## src/verilog/emms_params.svh

```systemverilog
// named offsets, field positions, reset values and timing figures of the mode sequencer
// assumes inclusion by bare name from the design file
`ifndef EMMS_PARAMS_SVH
`define EMMS_PARAMS_SVH

// ****************************************************************
// register offsets
// ****************************************************************
`define EMMS_OFF_STATUS 8'h00
`define EMMS_OFF_MODE 8'h08
`define EMMS_OFF_VSEL 8'h09
`define EMMS_OFF_CHG 8'h10
`define EMMS_OFF_WARN 8'h11
`define EMMS_OFF_STOR 8'h12
`define EMMS_OFF_OPT 8'h13

// ****************************************************************
// field positions
// ****************************************************************
`define EMMS_ST_READY 0
`define EMMS_ST_EARLY_WARN 1
`define EMMS_ST_ALARM 2
`define EMMS_ST_LOWBAT 3
`define EMMS_MODE_ACT 2
`define EMMS_MODE_CONT 1
`define EMMS_MODE_OND 0
`define EMMS_CHG_HIZ 4
`define EMMS_WARN_EN 7

// ****************************************************************
// reset values and encodings
// ****************************************************************
`define EMMS_RST_MODE 8'h00
`define EMMS_RST_VSEL 8'hF6
`define EMMS_RST_CHG 8'h60
`define EMMS_RST_WARN 8'h00
`define EMMS_RST_STOR 8'h00
`define EMMS_RST_OPT 8'h00
`define EMMS_MODE_STBY 3'h0
`define EMMS_MODE_CMRET 3'h2

// ****************************************************************
// timing
// ****************************************************************
`define EMMS_CLK_MHZ 200
`define EMMS_POR_MS 20
`define EMMS_POR_CYC (`EMMS_POR_MS * 1000 * `EMMS_CLK_MHZ)

`endif

```

## src/verilog/emms_pkg.sv

```systemverilog
// types shared by the mode sequencer design
// assumes emms_params.svh is on the include path
package emms_pkg;
  typedef enum logic [2:0] {
    EMMS_STBY = 3'h0,
    EMMS_CHARGE = 3'h1,
    EMMS_READY = 3'h2,
    EMMS_ACTIVE = 3'h3,
    EMMS_CONT = 3'h4
  } emms_state_t;

  // host register request carried as one bundle
  typedef struct packed {
    logic wr;
    logic rd;
    logic [7:0] addr;
    logic [7:0] wdata;
  } emms_req_t;

  // analog-side condition inputs
  typedef struct packed {
    logic cap_full;
    logic cap_low;
    logic overload;
    logic bat_low;
  } emms_sense_t;
endpackage

```

## src/verilog/emms_sequencer.sv

```systemverilog
// mode sequencer of the battery energy manager: register file and state machine
// assumes a decoded serial front end giving one-cycle register strobes, and analog sense levels
//
// Notes on behaviour
// RULE1: host waits 20 ms after power-on before any serial access; busy flag shown.
// RULE2: host may rewrite configuration registers charge_config to optimizer_config before a cycle.
// RULE3: host programs warning threshold and enable in register warning_config.
// RULE4: host selects load shape or fixed storage voltage via mode_control and voltage_select.
// RULE5: host writes output and fixed storage voltage settings into voltage_select.
// RULE6: on-demand bit in mode_control starts charge, then regulated output.
// RULE7: ready shown on pin and status bit 0; output then at set voltage.
// RULE8: status status_flags reports alarm, early warning and battery depleting.
// RULE9: early warning also shows on the ready pin.
// RULE10: on early warning host writes 000b to mode field for standby.
// RULE11: on alarm host removes load and writes 000b for standby.
// RULE12: battery depleting only advises; operation continues.
// RULE13: after normal pulse host writes 000b to return to standby.
// RULE14: continuous bit in mode_control keeps storage charged awaiting active request.
// RULE15: in continuous mode, after ready, bit 2 of mode_control enters active.
// RULE16: writing 010b after a continuous pulse returns to continuous mode.
// RULE17: output high impedance set keeps output disabled except in active.
// RULE18: charge current follows bits 7 to 5 of charge_config during charge.
// RULE19: output voltage setting is voltage_select bits 3 to 0, default 3.0 V.
// RULE20: host applies load only after ready seen high this cycle.
// RULE21: host preserves other mode_control bits with read-modify-write.
`timescale 1ns/1ps
`include "emms_params.svh"

module emms_sequencer #(
  parameter int POR_CYCLES = `EMMS_POR_CYC
) (
  // clock and reset
  input wire logic clk,
  input wire logic sys_rst,
  // register access from the serial front end
  input wire emms_pkg::emms_req_t req,
  output logic [7:0] rdata,
  output logic rvalid,
  // analog sense levels
  input wire emms_pkg::emms_sense_t sense,
  // pins and converter controls
  output logic ready_pin,
  output logic por_busy,
  output logic charge_en,
  output logic [2:0] charge_current,
  output logic out_en,
  output logic out_hiz,
  output logic [3:0] out_vset,
  output logic [3:0] fix_vset
);

  // ****************************************************************
  // registers
  // ****************************************************************
  logic [7:0] mode_q, vsel_q, chg_q, warn_q, stor_q, opt_q;
  logic [31:0] por_cnt_q;
  emms_pkg::emms_state_t state_q, state_d;
  logic early_warning_q, alarm_q, lowbat_q;
  logic [7:0] status;

  // register write strobe for one offset
  function automatic logic hit(input emms_pkg::emms_req_t r, input logic [7:0] off);
    hit = r.wr && (r.addr == off);
  endfunction

  // power-on wait; accesses during it are ignored so a hasty host cannot disturb defaults
  always_ff @(posedge clk) begin
    if (sys_rst) begin
      por_cnt_q <= 32'h0;
    end else if (por_cnt_q != POR_CYCLES[31:0]) begin
      por_cnt_q <= por_cnt_q + 32'h1; // RULE1
    end
  end
  assign por_busy = (por_cnt_q != POR_CYCLES[31:0]);

  // configuration registers
  always_ff @(posedge clk) begin
    if (sys_rst) begin
      vsel_q <= `EMMS_RST_VSEL;
      chg_q <= `EMMS_RST_CHG;
      warn_q <= `EMMS_RST_WARN;
      stor_q <= `EMMS_RST_STOR;
      opt_q <= `EMMS_RST_OPT;
    end else if (!por_busy) begin
      if (hit(req, `EMMS_OFF_VSEL)) vsel_q <= req.wdata; // RULE5
      if (hit(req, `EMMS_OFF_CHG)) chg_q <= req.wdata; // RULE2
      if (hit(req, `EMMS_OFF_WARN)) warn_q <= req.wdata; // RULE3
      if (hit(req, `EMMS_OFF_STOR)) stor_q <= req.wdata;
      if (hit(req, `EMMS_OFF_OPT)) opt_q <= req.wdata;
    end
  end

  // mode control register; bits above the mode field hold the load shape index
  always_ff @(posedge clk) begin
    if (sys_rst) begin
      mode_q <= `EMMS_RST_MODE;
    end else if (!por_busy && hit(req, `EMMS_OFF_MODE)) begin
      mode_q <= req.wdata; // RULE4
    end
  end

  // ****************************************************************
  // state machine
  // ****************************************************************
  // standby wins whenever the mode field is cleared, regardless of state
  always_comb begin
    state_d = state_q;
    case (state_q)
      emms_pkg::EMMS_STBY: begin
        if (mode_q[`EMMS_MODE_OND] || mode_q[`EMMS_MODE_CONT]) begin
          state_d = emms_pkg::EMMS_CHARGE; // RULE6
        end
      end
      emms_pkg::EMMS_CHARGE: begin
        if (sense.cap_full) begin
          state_d = mode_q[`EMMS_MODE_OND] ? emms_pkg::EMMS_ACTIVE : emms_pkg::EMMS_CONT;
        end
      end
      emms_pkg::EMMS_CONT: begin
        if (mode_q[`EMMS_MODE_ACT]) begin
          state_d = emms_pkg::EMMS_ACTIVE; // RULE15
        end else if (sense.cap_low) begin
          state_d = emms_pkg::EMMS_CHARGE; // RULE14
        end
      end
      emms_pkg::EMMS_ACTIVE: begin
        if (mode_q[2:0] == `EMMS_MODE_CMRET) begin
          state_d = emms_pkg::EMMS_CONT; // RULE16
        end
      end
      default: state_d = emms_pkg::EMMS_STBY;
    endcase
    if (mode_q[2:0] == `EMMS_MODE_STBY) begin
      state_d = emms_pkg::EMMS_STBY;
    end
  end

  always_ff @(posedge clk) begin
    if (sys_rst) begin
      state_q <= emms_pkg::EMMS_STBY;
    end else begin
      state_q <= state_d;
    end
  end

  // ****************************************************************
  // status flags: live levels; early warning and alarm only in active, low battery in any state
  // ****************************************************************
  always_ff @(posedge clk) begin
    if (sys_rst) begin
      early_warning_q <= 1'b0;
      alarm_q <= 1'b0;
      lowbat_q <= 1'b0;
    end else begin
      early_warning_q <= warn_q[`EMMS_WARN_EN] && sense.cap_low
                         && (state_q == emms_pkg::EMMS_ACTIVE);
      alarm_q <= (state_q == emms_pkg::EMMS_ACTIVE) && (sense.overload || sense.cap_low); // RULE8
      lowbat_q <= sense.bat_low; // RULE12
    end
  end

  always_comb begin
    status = 8'h00;
    status[`EMMS_ST_READY] = ready_pin; // RULE7
    status[`EMMS_ST_EARLY_WARN] = early_warning_q;
    status[`EMMS_ST_ALARM] = alarm_q;
    status[`EMMS_ST_LOWBAT] = lowbat_q;
  end

  // read data from flip-flops, unmapped offsets read zero
  always_ff @(posedge clk) begin
    if (sys_rst) begin
      rdata <= 8'h00;
      rvalid <= 1'b0;
    end else begin
      rvalid <= req.rd && !por_busy;
      case (req.addr)
        `EMMS_OFF_STATUS: rdata <= status;
        `EMMS_OFF_MODE: rdata <= mode_q;
        `EMMS_OFF_VSEL: rdata <= vsel_q;
        `EMMS_OFF_CHG: rdata <= chg_q;
        `EMMS_OFF_WARN: rdata <= warn_q;
        `EMMS_OFF_STOR: rdata <= stor_q;
        `EMMS_OFF_OPT: rdata <= opt_q;
        default: rdata <= 8'h00;
      endcase
    end
  end

  // ****************************************************************
  // pins and converter controls
  // ****************************************************************
  // ready pin drops on early warning so a gpio watcher sees it
  always_ff @(posedge clk) begin
    if (sys_rst) begin
      ready_pin <= 1'b0;
      charge_en <= 1'b0;
      charge_current <= 3'h0;
      out_en <= 1'b0;
      out_hiz <= 1'b0;
      out_vset <= 4'h0;
      fix_vset <= 4'h0;
    end else begin
      ready_pin <= ((state_d == emms_pkg::EMMS_ACTIVE) || (state_d == emms_pkg::EMMS_CONT))
                   && !(warn_q[`EMMS_WARN_EN] && sense.cap_low); // RULE9
      charge_en <= (state_d == emms_pkg::EMMS_CHARGE);
      charge_current <= chg_q[7:5]; // RULE18
      out_en <= (state_d == emms_pkg::EMMS_ACTIVE);
      out_hiz <= chg_q[`EMMS_CHG_HIZ] && (state_d != emms_pkg::EMMS_ACTIVE); // RULE17
      out_vset <= vsel_q[3:0]; // RULE19
      fix_vset <= vsel_q[7:4];
    end
  end

  // ****************************************************************
  // checks
  // ****************************************************************
  chk_hiz_outside_active: assert property (@(posedge clk) disable iff (sys_rst) // RULE17
    (!$past(sys_rst) && $past(chg_q[`EMMS_CHG_HIZ]) && state_q != emms_pkg::EMMS_ACTIVE)
    |-> out_hiz) else $error("output not high impedance outside active");
  chk_ond_start: assert property (@(posedge clk) disable iff (sys_rst) // RULE6
    (state_q == emms_pkg::EMMS_STBY && mode_q[2:0] == 3'h1) |=> state_q == emms_pkg::EMMS_CHARGE)
    else $error("on-demand did not start charge");
  chk_ready_status: assert property (@(posedge clk) disable iff (sys_rst) // RULE7
    (rvalid && $past(req.addr) == `EMMS_OFF_STATUS)
    |-> rdata[`EMMS_ST_READY] == $past(ready_pin))
    else $error("status ready differs from pin");
  chk_cont_active: assert property (@(posedge clk) disable iff (sys_rst) // RULE15
    (state_q == emms_pkg::EMMS_CONT && mode_q[2:0] == 3'h6) |=> state_q == emms_pkg::EMMS_ACTIVE)
    else $error("active request ignored in continuous");
  chk_cont_return: assert property (@(posedge clk) disable iff (sys_rst) // RULE16
    (state_q == emms_pkg::EMMS_ACTIVE && mode_q[2:0] == 3'h2) |=> state_q == emms_pkg::EMMS_CONT)
    else $error("no return to continuous");
  chk_standby_write: assert property (@(posedge clk) disable iff (sys_rst) // RULE13
    (mode_q[2:0] == 3'h0) |=> state_q == emms_pkg::EMMS_STBY ##1 !out_en)
    else $error("standby not entered");
  chk_ichg_follow: assert property (@(posedge clk) disable iff (sys_rst) // RULE18
    $changed(chg_q) |=> charge_current == $past(chg_q[7:5])) else $error("charge current stale");
  chk_vset_follow: assert property (@(posedge clk) disable iff (sys_rst) // RULE19
    $changed(vsel_q) |=> out_vset == $past(vsel_q[3:0])) else $error("output setting stale");
  chk_ew_ready: assert property (@(posedge clk) disable iff (sys_rst) // RULE9
    (warn_q[`EMMS_WARN_EN] && sense.cap_low) |=> !ready_pin) else $error("ready high on warning");
  chk_por_block: assert property (@(posedge clk) disable iff (sys_rst) // RULE1
    (por_busy && req.wr) |=> $stable(mode_q)) else $error("write taken during power-on wait");
  chk_lowbat_adv: assert property (@(posedge clk) disable iff (sys_rst) // RULE12
    (state_q == emms_pkg::EMMS_ACTIVE && sense.bat_low && mode_q[2:0] == 3'h1
     && !sense.overload) |=> state_q == emms_pkg::EMMS_ACTIVE) else $error("low battery stopped cycle");
  chk_alarm_flag: assert property (@(posedge clk) disable iff (sys_rst) // RULE8
    (state_q == emms_pkg::EMMS_ACTIVE && sense.overload) |=> status[`EMMS_ST_ALARM])
    else $error("alarm not reported");

endmodule

```

## config.mk

```make
export PLATFORM = sky130hd
export DESIGN_NAME = emms_sequencer
export DESIGN_NICKNAME = d
export VERILOG_FILES = /design/src/verilog/emms_pkg.sv /design/src/verilog/emms_sequencer.sv
export VERILOG_INCLUDE_DIRS = /design/src /design/src/verilog
export SDC_FILE = /design/constraint.sdc
export NUM_CORES = 1
export LEC_CHECK = 0
export BUFFER_PORTS_ARGS = -buffer_cell sky130_fd_sc_hd__buf_4
export CAP_MARGIN = 40
export CELL_PAD_IN_SITES_DETAIL_PLACEMENT = 1
export CELL_PAD_IN_SITES_GLOBAL_PLACEMENT = 2
export CORE_ASPECT_RATIO = 1.75
export CORE_MARGIN = 4
export CORE_UTILIZATION = 37
export CTS_CLUSTER_SIZE = 10
export DETAILED_ROUTE_END_ITERATION = 12
export HOLD_SLACK_MARGIN = 0.08
export PLACE_DENSITY = 0.84
export SKIP_LAST_GASP = 1
export SYNTH_ARGS = -nofsm -noshare
export SYNTH_HDL_FRONTEND = slang
export SYNTH_SLANG_ARGS = --single-unit
export TNS_END_PERCENT = 20
```

## constraint.sdc

```tcl
create_clock -name clk -period 2.94 [get_ports clk]
set_input_delay 0.294 -clock clk [delete_from_list [all_inputs] [get_ports clk]]
set_output_delay 0.294 -clock clk [all_outputs]
set_load 0.03 [all_outputs]
```

; ---- Yosys cells after proc, flatten, opt, wreduce, memory -nomap -nowiden
; Index checks and enable logic that the tools add are counted.
[classes]
add_sub_neg = 1
eq_ne = 15
mux = 9
n_bitwise = 1
n_reduce_logical = 26
[ops]
columns = operator, count
row1 = $pmux 8 s7, 1
row2 = $add 32x1->32 const B, 1
row3 = $eq 8x5->1 const B, 4
row4 = $ne 32x22->1 const B, 1
row5 = $mux 3, 7
row6 = $eq 8x4->1 const B, 2
row7 = $logic_and 1x1->1, 13
row8 = $pmux 3 s4, 1
row9 = $reduce_and 2->1, 5
row10 = $eq 3x2->1 const B, 3
row11 = $logic_not 8->1, 1
row12 = $eq 3x1->1 const B, 2
row13 = $eq 3x3->1 const B, 2
row14 = $logic_not 3->1, 2
row15 = $logic_or 1x1->1, 3
row16 = $ne 3x2->1 const B, 1
row17 = $logic_not 1->1, 2
row18 = $not 1->1, 1
[word_totals]
ff_bits = 110
input_bits = 24
output_inout_bits = 25
elab_cells = 72

; ---- Longest topological paths before layout
; Gate-level depths: netlist of run 1.
[logic_depth]
depth_word = 7
depth_mapped = 7
mapped_depth_nobuf = 7

; ---- Worst setup path after synthesis of run 1
; OpenSTA, ideal clock, no wires.
[synth_path]
path_kind = input-to-reg
start = in req[13] (netlist bit)
end = reg vsel_q[0]
setup_time_ns = 0.121
arrival_time_ns = 2.104
t_required_ns = 2.819
slack_ns = 0.715
path_stages = 5
path_buffers = 1
path_cell_list = or4_1 clkbuf_2 or4_4 nor4_4 mux2_2
[synth_via]
elab_chain_len = 3
[synth_lines]
columns = item, line
row1 = "start, declared", emms_sequencer.sv:36  ; input wire emms_pkg::emms_req_t req,
row2 = $eq 8x4->1, emms_sequencer.sv:63  ; hit = r.wr && (r.addr == off);
row3 = $logic_and 1x1->1, emms_sequencer.sv:63
row4 = $reduce_and 2->1 (no source line), -
row5 = "end signal, assigned", emms_sequencer.sv:79  ; vsel_q <= `EMMS_RST_VSEL;
row6 = "end signal, assigned", emms_sequencer.sv:85  ; if (hit(req, `EMMS_OFF_VSEL)) vsel_q <= req.wdata;
row7 = "end, declared", emms_sequencer.sv:55  ; logic [7:0] mode_q, vsel_q, chg_q, warn_q, stor_q, opt_q;
; No other way between the ends.
; A chain may end at the register's enable or synchronous reset.

; ---- Final worst setup path of run 1
[layout_path]
start = reg por_cnt_q[11]
end = out por_busy
[layout_via]
elab_chain_len = 1
[layout_lines]
columns = item, line
row1 = "start, declared", emms_sequencer.sv:56  ; logic [31:0] por_cnt_q;
row2 = "start signal, assigned", emms_sequencer.sv:71  ; por_cnt_q <= por_cnt_q + 32'h1;
row3 = $ne 32x22->1, emms_sequencer.sv:74  ; assign por_busy = (por_cnt_q != POR_CYCLES[31:0]);
row4 = "end, declared", emms_sequencer.sv:43  ; output logic por_busy,
; No other way between the ends.

==> results of run 1 <==
[placed cells by master, fill, tap and decap left out, drive strengths merged, types with 13 or more instances in the layout]
master  instances
nand3          13
xor2           18
dfxtp         110
nor3           14
buf            59
nor2           80
mux2i          38
nand2          16
nand4          27
nor2b          21
a21oi          20
[power by group through the flow]
stage | logic, mW | registers (mW) | clock network (mW)
after floorplan | 0.0628 | 1.55 | 0
after global placement | 0.131 | 1.54 | 0
after detailed placement | 0.133 | 1.54 | 0
after CTS | 0.134 | 1.50 | 1.23
after global routing | 0.142 | 1.51 | 1.29
final | 0.131 | 1.50 | 1.19
[layer usage]
layer,part of all wire,track usage
met3,0.025,0.0295
met2,0.59,0.364
met4,0.015,0.0523
met1,0.37,0.176
met5,0,0
[sequential cells by signal, summed over array words and instances, names as in the netlist, 3 cells and up]
signal          flops
out_vset            4
vsel_q              8
warn_q              8
por_cnt_q          32
stor_q              8
mode_q              8
state_q             3
fix_vset            4
rdata               8
chg_q               8
charge_current      3
opt_q               8
[cell families after synthesis]
group	count (synthesis)
and+or+nand+nor	226
DFF	110
AOI/OAI and AO/OA	48
muxes	48
buffers and inverters	28
xor gates and xnor gates	24
adders and majority gates	2
[final timing paths]
| path | startpoint | cells after the start | to |
|---|---|---|---|
| setup / recovery | por_cnt_q[11] | 4 | por_busy |
| hold / removal | sense[0] | 2 | lowbat_q |
| setup reg to reg | por_cnt_q[22] | 5 | vsel_q[4] |
| hold reg to reg | mode_q[7] | 2 | rdata[7] |
[worst max-delay path: stages (launching register included)]
cell	delay, ns
dfxtp_1	0.43
nor4b_2	0.39
and4_1	0.35
nand3_1	0.29
buf_4	0.28
[metrics by stage]
stage | util | setup WS (ns)
6_report | 0.443 | 0.563
2_1_floorplan | - | 0.715
5_1_grt | 0.443 | 0.365
3_5_place_dp | 0.420 | 0.391
4_1_cts | 0.443 | 0.522
3_3_place_gp | 0.420 | 0.459
[final cells by class]
| class | count | share of cell area |
|---|---|---|
| Sequential cell | 110 | 0.396 |
| Inverter | 6 | 0.00405 |
| Clock buffer | 10 | 0.0429 |
| Timing Repair Buffer | 59 | 0.0796 |
| Clock inverter | 6 | 0.00922 |
| Tap cell | 168 | 0.0378 |
| Multi-Input combinational cell | 348 | 0.431 |
==> key figures, run 1 <==
Outcome
  • Status: finished, final reports clean

Timing
  • Worst-Margin Slew: 0.792 ns
  • Fmax: 421 MHz
  • Fin crit period: 2.38 ns
  • Hold Vio Cnt, Final: 0
  • WHS: 0.185 ns
  • Count of final setup violators: 0
  • Final worst clock skew: 0.00891 ns
  • Final TNS setup: 0 ns
  • Final period util: 0.809
  • RSZ-0062 raised after global routing: no
  • Final-report max-slew violation count: 0
  • Slew headroom: 0.468

GRT
  • Largest net degree at the start of global routing: 72
  • First-pass GRT wire length: 20700 um
  • Initial antenna violation count: 0
  • GR Overflow Total: 0
  • Vias in the first global route: 4080
  • Gr usage total: 0.178

Floorplanning
  • Width of the die: 93.9 um
  • Row Count: 54
  • Die footprint: 14900 um^2
  • Die Span Y: 158 um
  • # IOs: 49
  • Initial core utilization: 0.380
  • Core ar.: 12600 um^2

Layout
  • Fin area: 5570 um^2
  • Layout cells sized above 1: 0.187
  • Fill cells: 1478
  • Register area: 2200 um^2
  • Non-Filler Instances: 707
  • Nets: 560
  • Layout area overhead: 16.6%
  • Antenna diodes: 0
  • Area of the multi-input gates: 2400 um^2

Job
  • MaxCap Viol Count: 0

Pwr
  • Clock network fraction of total power: 0.421
  • Comb power frac: 0.046
  • Sw power: 664 uW
  • Flop pwr share: 0.533
  • Worst VDD drop: 0.241 mV
  • Power Density: 508 nW/um^2
  • Int Pwr: 2.16 mW
  • Tot Pwr: 2.83 mW
  • Leakage: 2.12 nW
  • Sw frac: 0.235

Yosys
  • Syn_nets: 512
  • Post-synth top area share: 0.461
  • Simple-Gate Fraction of Synth Area: 0.266
  • Prevailing post-synth register cell: dfxtp_1
  • Largest family of logic cells by synthesized area: simple AND/OR/NAND/NOR gates
  • Post-Synth XOR/XNOR Area: 0.0440
  • Synth Warn #: 0
  • Most common cell in the netlist: dfxtp_1
  • Sequential area share after synthesis: 0.461
  • Post-synth top cells: 110 x dfxtp_1, 80 x nor2_1, 38 x mux2i_1
  • Adder-Cell Fraction of Synth Area: 0.00524
  • Mux contribution to synthesized area: 0.122
  • Post-synthesis cell area: 4770 um^2
  • Syn Inst Count: 486
  • Post-synth ARST share: 0
  • Compound-gate portion of the synthesized area: 0.0648
  • Post-synth EDFFs: 0
  • #FFs+latches synth: 110
  • Yosys top cell by area: dfxtp_1
  • Post-synthesis area per instance: 9.82 um^2
  • Synth cell types: 48
  • Area contributors post-synth: dfxtp_1 46%, mux2i_1 8.0%, nor2_1 6.3%

Placement
  • Final GP Congestion: 0.814
  • DP Wirelength: 9470 um
  • Placed Instance Area: 5280 um^2
  • Port bufs: 48
  • Dpl cells: 691

Setup path
  • Worst Path Max Fanout: 6
  • WP data required: 2.65 ns
  • CP startpoint kind: flip-flop
  • Flop-to-flop setup slack: 0.69 ns
  • Worst Path Arrival: 2.08 ns
  • CP Capture Type: output port
  • Critical path type: flip-flop to output port

CTS
  • CTS Sinks: 110
  • Total CTS buffers: 9
  • CTS Buffer Depth: 2
  • H-tree Lvls: 3
  • CTS clk-pin slew, worst paths: 0.08 ns
  • Clock Root Buffer: clkbuf_16
  • Post-CTS Setup Bufs: 0
  • Skew-Pair Late Insertion Delay: 0.35 ns
  • CTS Hold Buffers Added: 0
  • TritonCTS clock tree: yes
  • Cts repair resizes: 0

Routing
  • Final WL: 12600 um
  • ANT nets after route: 0
  • Via/cell ratio: 5.36
  • Via Count: 3793
  • DRC: 0
  • Initial DRC Count: 133
  • DR pass1 iterations: 6
  • Drt wl/cell: 17.9 um

Worst hold path
  • Hold crit path type: primary input to flip-flop
Power figures use the tool's default switching activity.
==> run 2, diff against run 1 <==
==> constraint.sdc (replaced) <==
create_clock -name clk -period 2.4 [get_ports clk]
set_input_delay 0.24 -clock clk [delete_from_list [all_inputs] [get_ports clk]]
set_output_delay 0.24 -clock clk [all_outputs]
set_load 0.03 [all_outputs]
==> run 2 against run 1 <==
  * Combinational power up 23%
  * Largest cell class unchanged
  * Wire length down 2.2%
  * Critical path depth unchanged
  * First-iteration DRC count down 11%
  * Global-route usage down 0.21 points
  * Sequential share of layout area down 0.63 points
  * Cell count up 0.99%
  * Clock-buffer cell count unchanged
  * Worst setup slack worse by 0.37 ns
  * Register-to-register slack worse by 0.45 ns
==> key figures, run 2 (synthesis results as in run 1) <==
GRT
  • Vias in the first global route: 4107
  • GR Overflow Total: 0
  • Initial antenna violation count: 0
  • Gr usage total: 0.176
  • First-pass GRT wire length: 20400 um
  • Largest net degree at the start of global routing: 40

CTS
  • CTS Buffer Depth: 2
  • CTS clk-pin slew, worst paths: 0.07 ns
  • Clock Root Buffer: clkbuf_16
  • TritonCTS clock tree: yes
  • Skew-Pair Late Insertion Delay: 0.35 ns
  • Total CTS buffers: 9
  • H-tree Lvls: 3
  • CTS Sinks: 110

Pwr
  • Power Density: 623 nW/um^2
  • Tot Pwr: 3.52 mW
  • Worst VDD drop: 0.380 mV
  • Leakage: 2.16 nW

Setup path
  • Worst Path Max Fanout: 5
  • Worst Path Arrival: 1.96 ns
  • Critical path type: flip-flop to output port
  • WP data required: 2.16 ns
  • Top delay family on crit path: simple AND/OR/NAND/NOR gates
  • Worst path slowest cell: nor4_1
  • CP startpoint kind: flip-flop
  • CP startpoint: por_cnt_q[17]
  • CP Capture Type: output port
  • CP Buf/Inv Count: 1
  • Critical Path, Cell by Cell: nor4_1, and4_1, nand3_2, buf_4
  • CP max stage delay: 0.45 ns
  • Crit. path cell count: 4
  • R2R depth: 7
  • RR Startpoint: por_cnt_q[17]

Timing
  • Hold Vio Cnt, Final: 0
  • Final worst slack: 0.197 ns
  • Fin crit period: 2.20 ns
  • Worst-Margin Slew: 0.827 ns
  • Final-report max-slew violation count: 0
  • Final worst clock skew: 0.00750 ns
  • RSZ-0062 raised after global routing: yes
  • Slew headroom: 0.445
  • Final period util: 0.918
  • Count of final setup violators: 0
  • Final TNS setup: 0 ns
  • Fmax: 454 MHz
  • WHS: 0.110 ns

Placement
  • Port bufs: 48
  • Pre-CTS setup slack: 0.156 ns
  • DP Wirelength: 9290 um
  • Final GP Congestion: 0.838
  • Dpl cells: 698
  • Placed Instance Area: 5340 um^2

Layout
  • Area of the multi-input gates: 2410 um^2
  • Most common cell after layout, fill and taps aside: dfxtp_1
  • Fill cells: 1462
  • Max reg flops: 32
  • Register area: 2200 um^2
  • Antenna diodes: 0
  • Layout cells sized above 1: 0.198
  • Non-Filler Instances: 714
  • Layout area overhead: 18.5%
  • Commonest non-fill, non-tap cells in the layout: 110 x dfxtp_1, 80 x nor2_1, 65 x buf_4
  • Nets: 567
  • Biggest register: por_cnt_q
  • Fin area: 5660 um^2
  • Final design utilization: 0.450

Routing
  • Via Count: 3802
  • DR pass1 iterations: 4
  • Initial DRC Count: 119
  • Drt wl/cell: 17.3 um
  • Via/cell ratio: 5.32
  • DRC: 0
  • ANT nets after route: 0
  • Final WL: 12400 um

Floorplanning
  • Die Span Y: 158 um
  • Die footprint: 14900 um^2
  • Core ar.: 12600 um^2
  • Width of the die: 93.9 um
  • # IOs: 49
  • Initial core utilization: 0.380
  • Row Count: 54

Worst hold path
  • WHS Path Cells: 2
  • Hold crit path type: primary input to flip-flop
  • HP Start: sense[0]

Job
  • MaxCap Viol Count: 0

Outcome
  • Status: finished, final reports clean
run 2: routing by layer:
metal  track usage  share of wire  wire (um)
met1         0.181           0.38       4650
met2         0.342           0.57       7000
met3        0.0338          0.034        419
met5             0              0          0
met4        0.0640          0.024        298
run 2: final cells by class:
class | instances | share of cell area
repair buffers | 66 | 0.0898
clock buffers | 10 | 0.0405
inverters | 6 | 0.00398
flip-flops and latches | 110 | 0.389
well taps | 168 | 0.0372
clock inverters | 6 | 0.0128
multi-input cells | 348 | 0.426
run 2: power breakdown:
part / total [mW] / leakage (nW) / internal, mW / switching, mW
registers: 1.84 / 0.890 / 1.84 / 0.00781
logic: 0.161 / 1.13 / 0.0635 / 0.0979
clock network: 1.52 / 0.143 / 0.818 / 0.701
total: 3.52 / 2.16 / 2.72 / 0.807
run 2: worst paths after layout:
kind,slack [ns],endpoint
min reg2reg,0.47,rdata[7]
min,0.11,lowbat_q
max reg2reg,0.24,mode_q[4]
max,0.20,por_busy
run 2: worst reg2reg max path, delay by kind of cell (launching register included):
family	cells	cell delay, ns
flip-flops	1	0.35
buffers and inverters	2	0.46
multiplexers	1	0.22
AND/OR/NAND/NOR	4	1.04
run 2: timing repair:
item	in CTS	in global routing
setup endpoints to repair	0	2
resized for setup	0	2
hold buffers	0	0
buffers inserted	0	0
